<file path="src/pie_regs.svh">
/*
 * Register offsets, field positions and reset values of the second
 * peripheral interrupt enable bank, with its priority registers.
 * Assumes inclusion by bare name from the package and the main module.
 */
`ifndef PIE_REGS_SVH
`define PIE_REGS_SVH

// register bus geometry
`define PIE_ADDR_W 3
`define PIE_DATA_W 8

// register offsets
`define PIE_OFS_ENABLE2 3'h0
`define PIE_OFS_PRIO1 3'h1
`define PIE_OFS_PRIO2 3'h2
`define PIE_OFS_CTRL 3'h3
`define PIE_OFS_STATUS 3'h4

// enable bank two field positions
`define PIE_BIT_NVM_WRITE 4
`define PIE_BIT_BUS_COLLISION 3
`define PIE_BIT_LOW_VOLTAGE 2
`define PIE_BIT_AUX_TIMER 1
`define PIE_BIT_CAPCMP_B 0
`define PIE_GRP2_MSB 4
`define PIE_GRP2_N 5

// control register field positions
`define PIE_BIT_SCHEME_EN 0

// reset values
`define PIE_RST_ENABLE2 5'h00
`define PIE_RST_PRIO1 8'hFF
`define PIE_RST_PRIO2 5'h1F
`define PIE_RST_SCHEME_EN 1'h0

// read value of unimplemented or unmapped bits
`define PIE_ZERO_BYTE 8'h00

`endif

</file>
<file path="src/pie_pkg.sv">
/*
 * Types shared by the enable bank two block and its gating leaf.
 * Assumes pie_regs.svh is on the include path.
 */
`include "pie_regs.svh"

package pie_pkg;

    // register bus request from the core
    typedef struct packed {
        logic [`PIE_ADDR_W-1:0] addr;
        logic [`PIE_DATA_W-1:0] wdata;
        logic wr;
        logic rd;
    } pie_bus_s;

    // gated request of one source group
    typedef struct packed {
        logic high;
        logic low;
        logic [`PIE_GRP2_N-1:0] active;
    } pie_req_s;

    // decoded access kind
    typedef enum logic [1:0] {
        PIE_ACC_IDLE,
        PIE_ACC_WRITE,
        PIE_ACC_READ
    } pie_acc_e;

endpackage

</file>
<file path="src/pie_bank.sv">
/*
 * Second peripheral interrupt enable bank with both peripheral priority
 * registers and the priority scheme switch, reached over a plain
 * strobe register port with read data one cycle after the read strobe.
 * Assumes pending flags of group two come from same-clock peripheral logic
 * and that vectoring logic elsewhere consumes the registered requests.
 */
// Chosen here: the register offsets and the plain strobed port.
// How it works
// - enable bank bits 7..5 read zero, writes there are dropped
// - bit 4 enables the nonvolatile write complete interrupt
// - bit 3 enables the bus collision interrupt
// - bit 2 enables the low voltage detect interrupt
// - bit 1 enables the auxiliary timer overflow interrupt
// - bit 0 enables the second capture/compare interrupt
// - one priority bit per peripheral source, held in two registers
// - priority bits matter only while the priority scheme enable is set
// - priority bit one means high, zero low; reset value is one
`timescale 1ns/100ps
`include "pie_regs.svh"

module pie_bank
    import pie_pkg::*;
#(
    parameter int NUM_SRC = `PIE_GRP2_N
) (
    // clock and reset
    input wire logic clk_sys,
    input wire logic rst,
    // register port
    input wire logic [`PIE_ADDR_W-1:0] regAddr,
    input wire logic [`PIE_DATA_W-1:0] regWdata,
    input wire logic regWr,
    input wire logic regRd,
    output logic [`PIE_DATA_W-1:0] regRdata,
    // pending flags of group two
    input wire logic [NUM_SRC-1:0] pendFlag,
    // enable and priority state for the rest of the controller
    output logic [NUM_SRC-1:0] irqEnable2,
    output logic [`PIE_DATA_W-1:0] irqPriority1,
    output logic [NUM_SRC-1:0] irqPriority2,
    output logic priorityScheme,
    // gated requests of group two
    output logic irqHigh,
    output logic irqLow
);

    // the field map is fixed at five sources; refuse anything else
    if (NUM_SRC != `PIE_GRP2_N) begin : g_chk
        $error("pie_bank: NUM_SRC must equal the five implemented enable bits");
    end

    pie_bus_s bus;
    pie_acc_e acc;
    pie_req_s gateReq;

    logic [NUM_SRC-1:0] enable2_q, enable2_d;
    logic [`PIE_DATA_W-1:0] prio1_q, prio1_d;
    logic [NUM_SRC-1:0] prio2_q, prio2_d;
    logic schemeEn_q, schemeEn_d;
    logic [`PIE_DATA_W-1:0] rdata_q, rdata_d;
    logic irqHigh_q, irqHigh_d;
    logic irqLow_q, irqLow_d;

    // bundle the port into one request word
    always_comb begin
        bus.addr = regAddr;
        bus.wdata = regWdata;
        bus.wr = regWr;
        bus.rd = regRd;
    end

    // classify the access; the master never raises both strobes together
    always_comb begin
        if (bus.wr) begin
            acc = PIE_ACC_WRITE;
        end else if (bus.rd) begin
            acc = PIE_ACC_READ;
        end else begin
            acc = PIE_ACC_IDLE;
        end
    end

    // register writes; only the implemented low bits are ever stored
    always_comb begin
        enable2_d = enable2_q;
        prio1_d = prio1_q;
        prio2_d = prio2_q;
        schemeEn_d = schemeEn_q;
        if (acc == PIE_ACC_WRITE) begin
            if (bus.addr == `PIE_OFS_ENABLE2) begin
                // upper three bits have no storage behind them
                enable2_d[`PIE_BIT_NVM_WRITE] = bus.wdata[`PIE_BIT_NVM_WRITE];
                enable2_d[`PIE_BIT_BUS_COLLISION] = bus.wdata[`PIE_BIT_BUS_COLLISION];
                enable2_d[`PIE_BIT_LOW_VOLTAGE] = bus.wdata[`PIE_BIT_LOW_VOLTAGE];
                enable2_d[`PIE_BIT_AUX_TIMER] = bus.wdata[`PIE_BIT_AUX_TIMER];
                enable2_d[`PIE_BIT_CAPCMP_B] = bus.wdata[`PIE_BIT_CAPCMP_B];
            end else if (bus.addr == `PIE_OFS_PRIO1) begin
                prio1_d = bus.wdata;
            end else if (bus.addr == `PIE_OFS_PRIO2) begin
                prio2_d = bus.wdata[`PIE_GRP2_MSB:0];
            end else if (bus.addr == `PIE_OFS_CTRL) begin
                schemeEn_d = bus.wdata[`PIE_BIT_SCHEME_EN];
            end
            // status and unmapped offsets ignore writes
        end
    end

    // read mux; unimplemented bits and unmapped offsets return zero
    always_comb begin
        rdata_d = `PIE_ZERO_BYTE;
        if (acc == PIE_ACC_READ) begin
            if (bus.addr == `PIE_OFS_ENABLE2) begin
                rdata_d[`PIE_GRP2_MSB:0] = enable2_q;
            end else if (bus.addr == `PIE_OFS_PRIO1) begin
                rdata_d = prio1_q;
            end else if (bus.addr == `PIE_OFS_PRIO2) begin
                rdata_d[`PIE_GRP2_MSB:0] = prio2_q;
            end else if (bus.addr == `PIE_OFS_CTRL) begin
                rdata_d[`PIE_BIT_SCHEME_EN] = schemeEn_q;
            end else if (bus.addr == `PIE_OFS_STATUS) begin
                // shows which sources are both pending and enabled right now
                rdata_d[`PIE_GRP2_MSB:0] = gateReq.active;
            end
        end
    end

    // gating uses the stored enables so a write takes effect the next cycle
    pie_src_gate #(
        .NUM_SRC(NUM_SRC)
    ) u_gate (
        .pendFlag(pendFlag),
        .srcEnable(enable2_q),
        .srcPrio(prio2_q),
        .schemeEnable(schemeEn_q),
        .gateReq(gateReq)
    );

    // requests are registered so the vectoring logic sees glitch-free levels
    always_comb begin
        irqHigh_d = gateReq.high;
        irqLow_d = gateReq.low;
    end

    // state registers; reset gives cleared enables and all-high priorities
    always_ff @(posedge clk_sys) begin
        if (rst) begin
            enable2_q <= `PIE_RST_ENABLE2;
            prio1_q <= `PIE_RST_PRIO1;
            prio2_q <= `PIE_RST_PRIO2;
            schemeEn_q <= `PIE_RST_SCHEME_EN;
            rdata_q <= `PIE_ZERO_BYTE;
            irqHigh_q <= 1'b0;
            irqLow_q <= 1'b0;
        end else begin
            enable2_q <= enable2_d;
            prio1_q <= prio1_d;
            prio2_q <= prio2_d;
            schemeEn_q <= schemeEn_d;
            rdata_q <= rdata_d;
            irqHigh_q <= irqHigh_d;
            irqLow_q <= irqLow_d;
        end
    end

    // outputs straight from flip-flops
    assign regRdata = rdata_q;
    assign irqEnable2 = enable2_q;
    assign irqPriority1 = prio1_q;
    assign irqPriority2 = prio2_q;
    assign priorityScheme = schemeEn_q;
    assign irqHigh = irqHigh_q;
    assign irqLow = irqLow_q;

endmodule

</file>
<file path="src/pie_src_gate.sv">
/*
 * Per-source gating of pending flags by enable and priority bits.
 * Assumes flags, enables and priorities all come from the clk_sys domain.
 */
`timescale 1ns/100ps
`include "pie_regs.svh"

module pie_src_gate
    import pie_pkg::*;
#(
    parameter int NUM_SRC = `PIE_GRP2_N
) (
    // per-source inputs
    input wire logic [NUM_SRC-1:0] pendFlag,
    input wire logic [NUM_SRC-1:0] srcEnable,
    input wire logic [NUM_SRC-1:0] srcPrio,
    // global mode
    input wire logic schemeEnable,
    // gated result
    output pie_req_s gateReq
);

    logic [NUM_SRC-1:0] active;
    logic [NUM_SRC-1:0] highSel;

    // one gate per source; the flag itself is only read, never changed
    for (genvar i = 0; i < NUM_SRC; i++) begin : g_src
        assign active[i] = pendFlag[i] & srcEnable[i];
        // priority bits only steer when the scheme is on; otherwise all go high
        assign highSel[i] = active[i] & (srcPrio[i] | ~schemeEnable);
    end

    // collapse into one high and one low request for the vectoring logic
    always_comb begin
        gateReq = '0;
        gateReq.active = active;
        gateReq.high = |highSel;
        gateReq.low = |(active & ~highSel);
    end

endmodule

</file>
<file path="config.mk">
export PLATFORM = sky130hd
export DESIGN_NAME = pie_bank
export DESIGN_NICKNAME = d
export VERILOG_FILES = /design/src/pie_pkg.sv /design/src/pie_bank.sv /design/src/pie_src_gate.sv
export VERILOG_INCLUDE_DIRS = /design/src
export SDC_FILE = /design/constraint.sdc
export NUM_CORES = 1
export LEC_CHECK = 0
export BUFFER_PORTS_ARGS = -buffer_cell sky130_fd_sc_hd__buf_2
export CAP_MARGIN = 20
export CORE_MARGIN = 8
export CORE_UTILIZATION = 35
export DETAILED_ROUTE_END_ITERATION = 8
export PLACE_DENSITY_LB_ADDON = 0.08
export SLEW_MARGIN = 15
export SYNTH_ARGS = -nofsm -noshare
export SYNTH_HDL_FRONTEND = slang
export SYNTH_SLANG_ARGS = --single-unit
</file>
<file path="constraint.sdc">
create_clock -name clk_sys -period 2.89 [get_ports clk_sys]
set_clock_uncertainty 0.05 [all_clocks]
set_input_delay 0.1445 -clock clk_sys [delete_from_list [all_inputs] [get_ports clk_sys]]
set_output_delay 0.1445 -clock clk_sys [all_outputs]
set_load 0.01 [all_outputs]
</file>
==> flow_summary.yaml, run 1 <==
timing:
  timing.final.crit_share_pct: 45.7
  relSlewSlack_pct: 45.0
  fmax_mhz: 757
  tightest_slew_ns: 0.824
  finalSetupViolCount: 0
  tns_ns: 0
  timing.final.crit_period_ns: 1.32
  maxSlewViolCount: 0
  rsz0062_at_grt: "false"
  hold_violations: 0
drt:
  wl_per_cell_um: 16.6
  highest_layer: "met4"
  drt-initial-drc-count: 81
  ant_nets: 0
  avgViaCountPerCell: 5.26
  drt-total-wl_um: 3910
  wl_met3_um: 279
  first_pass_iters: 4
  num_vias: 1241
  drc: 0
  met2_wirelength_um: 1960
  m1WireLength_um: 1640
logic_synthesis:
  async_flop_share_pct: 0
  synth_enable_flop_cells: 0
  avgSynthCellArea_um2: 9.91
  synth_seq_area_share_pct: 42.1
  synth_cells: 139
  synth_fp_nets: 159
  yosys_warnings: 0
  synth_cell_types: 35
  synth-main-ff-cell: "dfxtp_1"
  synth_area_um2: 1380
  ys_ff_latch: 29
floorplan:
  rows: 23
  start_util_pct: 35.5
  die_area_um2: 6200
  die_w_um: 78.7
  coreArea_um2: 3880
  io_pins: 49
  die_h_um: 78.7
global_routing:
  overflow: 0
  track_usage_pct: 12.8
  first_global_vias: 1264
  antenna_found_initial: 0
  grt_start_max_net_pins: 23
  grt_pass1_wl_um: 6190
power:
  p_sw_mw: 0.210
  p_leak_nw: 0.661
  p_per_area_nw_per_um2: 487
  combinationalPowerShare_pct: 11.4
  power_mw: 0.830
  swShare_pct: 25.3
  clkPwrFrac_pct: 38.0
  p_seq_share_pct: 50.6
  p_int_mw: 0.620
  irDropWorstVdd_mv: 0.309
finish:
  nets: 205
  drive_gt1_share_pct: 32.8
  stdcell_area_um2: 1700
  area_growth_syn_to_layout_pct: 23.6
  stdcell_count: 236
  diodes: 0
  final_core_util_pct: 43.8
outcome:
  outcome: "finished, final reports clean"
cts:
  clock_sinks: 29
  cts_resized: 0
  cts_made_buffers: 5
  htreeDepth: 2
  clock-root-buffer: "clkbuf_8"
  clk_latency_ns: 0.28
  cts.path.max_buffers: 2
  clkTransAtPathRegs_ns: 0.06
  postCtsHoldBufs: 0
  cts_tree: "done"
  cts_setup_buffers: 0
placement:
  port_buffers: 48
  dpl.hpwl_um: 2940
  dp.cells: 228
  place_area_um2: 1620
  place_congestion: 0.751
worst_setup_path:
  worst-setup-path-type: "in -> reg"
  worstPathMaxFanout: 22
  end_kind: "flip-flop"
  required_ns: 3.04
  start_kind: "input port"
  arrival_ns: 1.48
run:
  maxCapViolCount: 0
worst_hold_path:
  hold_class: "in -> reg"
-- worst paths after layout --
path	to	cells past startpoint	start	slack [ns]
max	regRdata[2]	4	rst	1.57
min	irqPriority1[7]	2	regWdata[7]	0.02
max reg2reg	irqLow	3	priorityScheme	1.65
min reg2reg	regRdata[5]	1	irqPriority1[5]	0.44
-- critical path: stages --
cell and delay, ns:
buf_2 0.25, nor3b_1 0.73, o21ai_0 0.19, a21oi_1 0.16
-- kinds of logic (layout without fill, tap and decap cells) --
logic type | count (synthesis) | in the layout | synth area share [%]
flops | 29 | 29 | 42.1
buf+inv | 10 | 57 | 4.90
mux | 7 | 7 | 5.18
compound gates | 36 | 36 | 19.3
simple gates | 57 | 57 | 28.5
-- metal layers --
layer	GRT usage [%]	vias up
met5	0	-
met4	4.44	0
met3	5.76	4
met2	22.4	36
met1	13.3	595
li1	-	606
-- cell usage after synthesis (all sizes together), types with 4 or more instances --
cell	n	area [um2]
nand2b	5	31.3
nand3b	4	30.0
mux2i	6	60.1
clkbuf	4	15.0
nor2b	13	81.3
a21oi	8	40.0
dfxtp	29	581
o21ai	4	20.0
nor3b	4	35.0
nand4b	8	70.1
buf	6	52.5
nor2	7	26.3
a21o	4	30.0
a211o	13	114
-- layout make-up --
| type | count | area, um2 |
|---|---|---|
| fillers | 406 | 2180 |
| multi-input cells | 100 | 729 |
| flip-flops and latches | 29 | 581 |
| repair buffers | 49 | 248 |
| clock buffers | 6 | 72.6 |
| well taps | 50 | 62.6 |
| clock inverters | 2 | 10.0 |
-- cells in the final DEF, fill, tap and decap left out, drive strengths merged, types with 2 or more instances in the layout --
cell and count:
nor2b 13, nand2b 5, nand2 3, clkinv 2, nor3b 4, a21o 4, buf 49, nor2 7
a21oi 8, and3 3, o21ai 4, dfxtp 29, clkbuf 6, mux2i 6, nand3 3, nand4b 8
nand3b 4, a211o 13
-- stage by stage --
stage / worst slack [ns] / hold WS [ns]
6_report: 1.57 / 0.0200
3_3_place_gp: 1.41 / 0.298
2_1_floorplan: 1.68 / 0.189
3_5_place_dp: 1.31 / 0.304
5_1_grt: 1.44 / 0.00915
4_1_cts: 1.60 / 0.0136
-- state kept, by name, indices dropped and copies added, names as in the netlist --
name	flops
irqHigh	1
irqLow	1
irqEnable2	5
priorityScheme	1
irqPriority1	8
regRdata	8
irqPriority2	5
-- power groups by stage --
| stage | registers [mW] | clock network, mW | logic [mW] |
|---|---|---|---|
| final | 0.420 | 0.315 | 0.0943 |
| after CTS | 0.420 | 0.323 | 0.0953 |
| after global placement | 0.429 | 0 | 0.0924 |
| after global routing | 0.422 | 0.344 | 0.103 |
| after floorplan | 0.431 | 0 | 0.0541 |
| after detailed placement | 0.429 | 0 | 0.0951 |
(Power assumes the default switching activity.)
==> inputs of run 2 (changes only) <==
clock period = 1.1 ns   (was 2.89 ns; I/O delays follow)
==> run 2 against run 1 <==
Net effect:
- die area is the same
- the run now ends with negative setup slack left
- register-to-register slack lost 1.7 ns
- utilization grew 7.4 points
- sequential share of layout area shrank 4.6 points
- power grew to 2.9 times the previous value
- first-iteration DRC count shrank 22%
- sequential power grew to 2.6 times the previous value
- clock-buffer cell count grew 1
- hold slack lost 0.015 ns
- non-clock buffer count grew 27
==> flow_summary.yaml, run 2 (same netlist as run 1, synthesis figures left out) <==
finish:
  drive_gt1_share_pct: 41.3
  nets: 232
  fillers: 375
  final_common_cell: "buf_2"
  stdcell_count: 263
  diodes: 0
  layout_common_cells: "buf_2 (48), dfxtp_1 (26), buf_4 (19), nor2b_1 (13), a211o_1 (13)"
  multi_input_area_um2: 747
  area_growth_syn_to_layout_pct: 44.5
  stdcell_area_um2: 1990
  area.sequential_um2: 587
drt:
  avgViaCountPerCell: 5.13
  wl_per_cell_um: 15.6
  first_pass_iters: 4
  drt-initial-drc-count: 63
  ant_nets: 0
  num_vias: 1349
  drc: 0
  drt-total-wl_um: 4110
timing:
  timing.final.crit_share_pct: 104
  rsz0062_at_grt: "true"
  tns_ns: -0.0393
  finalSetupViolCount: 1
  relSlewSlack_pct: 83.7
  fmax_mhz: 878
  holdWs_ns: 0.00530
  timing.final.crit_period_ns: 1.14
  tightest_slew_ns: 0.241
  setup_ws_ns: -0.0393
  hold_violations: 0
  maxSlewViolCount: 0
cts:
  clock-root-buffer: "clkbuf_8"
  clk_latency_ns: 0.28
  cts_made_buffers: 5
  clkTransAtPathRegs_ns: 0.06
  htreeDepth: 2
  cts.path.max_buffers: 2
  clock_sinks: 29
  cts_tree: "done"
worst_setup_path:
  required_ns: 1.22
  worst-setup-path-type: "reg -> reg"
  worstPathMaxFanout: 2
  start_kind: "flip-flop"
  cpMaxStageDelayCell: "dfxtp_2"
  end_kind: "flip-flop"
  cp_slowest_stage_delay_ns: 0.32
  crit_chain: "mux2_2 > o22a_1 > o2111a_1"
  arrival_ns: 1.26
floorplan:
  rows: 23
  die_w_um: 78.7
  die_area_um2: 6200
  start_util_pct: 35.5
  io_pins: 49
  coreArea_um2: 3880
  die_h_um: 78.7
global_routing:
  track_usage_pct: 13.6
  antenna_found_initial: 0
  first_global_vias: 1469
  overflow: 0
  grt_start_max_net_pins: 22
  grt_pass1_wl_um: 6750
placement:
  dpl.hpwl_um: 3120
  dp.cells: 248
  place_congestion: 0.727
  port_buffers: 48
  place_area_um2: 1800
outcome:
  outcome: "finished, violations left"
  violations: "negative setup slack"
power:
  irDropWorstVdd_mv: 0.764
  p_leak_nw: 0.811
  p_seq_share_pct: 46.1
  clkPwrFrac_pct: 40.2
  p_sw_mw: 0.570
  p_per_area_nw_per_um2: 1200
  p_int_mw: 1.81
  combinationalPowerShare_pct: 13.7
  power_mw: 2.38
  swShare_pct: 23.9
worst_hold_path:
  hold_class: "in -> reg"
run:
  maxCapViolCount: 0
==> run 2: cell types whose count changed in the layout (fill, tap and decap cells not counted), sizes merged <==
cell         delta
buf            +20
dlygate4sd3     +7
clkbuf          +1
clkinv          -1
==> run 2: power groups by stage <==
stage / clock [mW] / sequential (mW) / combinational [mW]
finish: 0.959 / 1.10 / 0.326
floorplan: 0 / 1.13 / 0.143
CTS: 0.984 / 1.10 / 0.327
detailed placement: 0 / 1.12 / 0.307
global route: 1.04 / 1.10 / 0.357
global placement: 0 / 1.12 / 0.300
==> run 2: metrics by stage <==
stage / utilization, % / worst slack [ns]
global placement: 46.3 / -0.132
finish: 51.2 / -0.0393
global route: 51.2 / -0.0689
CTS: 50.7 / -0.0454
floorplan: - / -0.0396
detailed placement: 46.3 / -0.129
==> run 2: area by class of cell <==
| type | count | area share (%) |
|---|---|---|
| multi-input combinational | 100 | 37.5 |
| tap | 50 | 3.14 |
| sequential | 29 | 29.5 |
| clock inverter | 1 | 0.251 |
| timing repair buffer | 76 | 24.8 |
| clock buffer | 7 | 4.84 |
==> run 2: worst max-delay path: cells and delay by family, from the launching register on <==
family | cells | cell delay, ns
AO/OA/AOI/OAI | 2 | 0.41
flip-flops | 1 | 0.32
multiplexers | 1 | 0.25
==> run 2: timing repair <==
action,in CTS,in global routing
pin swaps,0,3
endpoints found under the setup margin,4,4
hold buffers,7,0
hold endpoints to repair,11,0
setup buffers,0,0
resized for setup,1,4
==> run 2: final timing paths <==
kind	slack, ns	depth (start not counted)	to	start
worst max-delay path	-0.04	3	regRdata[0]	irqEnable2[0]
worst min-delay path	0.005	2	irqPriority1[0]	regWdata[0]
worst max register to register	-0.04	3	regRdata[0]	irqEnable2[0]
worst min register to register	0.44	1	regRdata[7]	irqPriority1[7]
==> run 2: metal layers <==
layer  GRT usage [%]  share of wire, %
met2            23.3                50
met4            4.63              0.61
met5               0                 0
met3            5.87               7.1
met1            14.7                42
==> inputs of run 3 (changes only) <==
==> constraint.sdc (replaced) <==
create_clock -name clk_sys -period 1.1 [get_ports clk_sys]
set_clock_uncertainty 0.05 [all_clocks]
set_input_delay 0.22 -clock clk_sys [delete_from_list [all_inputs] [get_ports clk_sys]]
set_output_delay 0.22 -clock clk_sys [all_outputs]
set_load 0.01 [all_outputs]
==> run 3 against run 2 <==
Net effect:
- the flow still finishes with violations (negative setup slack)
- sequential power hardly changed
- register-to-register slack hardly changed
- maximum frequency is 0.51% lower
- clock power is 2.1% higher
- non-clock buffer count is 4 lower
- global-route usage is 0.50 points lower
- sequential share of layout area is 0.24 points higher
- first-iteration DRC count is 30% lower
- final cell count is 1.5% lower
- critical path depth stayed put
- clock-buffer cell count stayed put
- highest routed layer unchanged
==> flow_summary.yaml, run 3 (same netlist as run 1, synthesis figures left out) <==
worst_hold_path:
  holdPathStages: 2
  hold_class: "in -> reg"
finish:
  final_core_util_pct: 52.6
  final_common_cell: "buf_2"
  drive_gt1_share_pct: 49.8
  fillers: 376
  area_growth_syn_to_layout_pct: 48.2
  stdcell_count: 259
  layout_common_cells: "buf_2 (41), buf_4 (20), dfxtp_1 (16), nor2b_1 (13), a211o_1 (13)"
  nets: 228
  stdcell_area_um2: 2040
  diodes: 0
drt:
  drt-initial-drc-count: 44
  first_pass_iters: 4
  ant_nets: 0
  drt-total-wl_um: 4180
  num_vias: 1341
  drc: 0
  avgViaCountPerCell: 5.18
  wl_per_cell_um: 16.1
power:
  irDropWorstVdd_mv: 0.697
  power_mw: 2.40
  p_leak_nw: 0.850
  p_per_area_nw_per_um2: 1180
timing:
  maxSlewViolCount: 0
  holdWs_ns: 0.0866
  timing.final.crit_share_pct: 104
  finalSetupViolCount: 4
  hold_violations: 0
  tightest_slew_ns: 0.293
  rsz0062_at_grt: "true"
  relSlewSlack_pct: 80.4
  tns_ns: -0.0801
  fmax_mhz: 873
  setup_ws_ns: -0.0451
  timing.final.crit_period_ns: 1.15
worst_setup_path:
  reg2reg_depth: 3
  crit_chain: "mux2_2 > o22a_1 > o2111a_1"
  crit_end: "regRdata[0]"
  required_ns: 1.22
  start_kind: "flip-flop"
  worst-setup-path-type: "reg -> reg"
  end_kind: "flip-flop"
  r2r_end: "regRdata[0]"
  reg2reg_from: "irqPriority1[0]"
  arrival_ns: 1.27
  cp_slowest_stage_delay_ns: 0.33
  crit_path_start: "irqPriority1[0]"
  cp_top_family: "compound AO/OA/AOI/OAI gates"
  path_buf_inv: 0
  cpMaxStageDelayCell: "dfxtp_2"
  worstPathMaxFanout: 2
  crit_cells: 3
  r2r_slack_ns: -0.05
global_routing:
  track_usage_pct: 13.1
  antenna_found_initial: 0
  grt_pass1_wl_um: 6400
  grt_start_max_net_pins: 17
  overflow: 0
  first_global_vias: 1391
placement:
  dp.cells: 249
  place_congestion: 0.743
  place_area_um2: 1780
  port_buffers: 48
  dpl.hpwl_um: 3120
  place_ws_ns: -0.328
floorplan:
  die_h_um: 78.7
  io_pins: 49
  die_w_um: 78.7
  rows: 23
  start_util_pct: 35.5
  coreArea_um2: 3880
  die_area_um2: 6200
cts:
  clock_sinks: 29
  clk_latency_ns: 0.28
  cts.path.max_buffers: 2
  clock-root-buffer: "clkbuf_8"
  cts_made_buffers: 5
  cts_tree: "done"
  clkTransAtPathRegs_ns: 0.07
  postCtsHoldBufs: 0
  htreeDepth: 2
outcome:
  violations: "negative setup slack"
  outcome: "finished, violations left"
run:
  maxCapViolCount: 0
-- run 3: cell types whose count changed in the layout (fill, tap and decap cells not counted), moves of 3 or more --
| cell | before | now |
|---|---|---|
| buf_6 | 0 | 9 |
| dfxtp_1 | 26 | 16 |
| nand2b_1 | 5 | 2 |
| buf_2 | 48 | 41 |
| dlygate4sd3_1 | 7 | 0 |
| dfxtp_4 | 1 | 4 |
| nand2b_4 | 0 | 3 |
| dfxtp_2 | 2 | 9 |
-- run 3: final cells by class --
type	instances	area [um2]	area share (%)
well taps	50	62.6	3.06
flip-flops and latches	29	607	29.7
clock buffers	7	96.3	4.72
repair buffers	72	488	23.9
multi-input cells	100	783	38.4
clock inverters	1	5.00	0.245
-- run 3: timing repair --
action                     in CTS  in global routing
pin swaps                       3                  5
setup endpoints to repair      17                 20
gates resized for setup        18                 20
gates cloned                    0                  1
buffers inserted                2                  0
-- run 3: per-layer routing --
metal | wire length, um | part of all wire, % | global-route usage, %
met5 | 0 | 0 | 0
met4 | 71 | 1.7 | 7.22
met3 | 205 | 4.9 | 3.72
met2 | 2110 | 50 | 23.2
met1 | 1790 | 43 | 13.7
-- run 3: power by group --
| group | leakage [nW] | total [mW] | switching, mW | internal (mW) |
|---|---|---|---|---|
| registers | 0.237 | 1.10 | 0.0218 | 1.07 |
| logic | 0.559 | 0.327 | 0.155 | 0.173 |
| clock network | 0.0542 | 0.979 | 0.415 | 0.565 |
| total | 0.850 | 2.40 | 0.591 | 1.81 |
-- run 3: worst min path at each step --
| stage | end | start | slack [ns] |
|---|---|---|---|
| global route | irqPriority1[7] | regWdata[7] | 0.09 |
| CTS | irqPriority1[5] | regWdata[5] | 0.08 |
| global placement | irqPriority1[6] | regWdata[6] | 0.37 |
| detailed placement | irqPriority1[5] | regWdata[5] | 0.38 |
| floorplan | irqPriority1[5] | rst | 0.27 |
| finish | irqPriority1[5] | regWdata[5] | 0.09 |
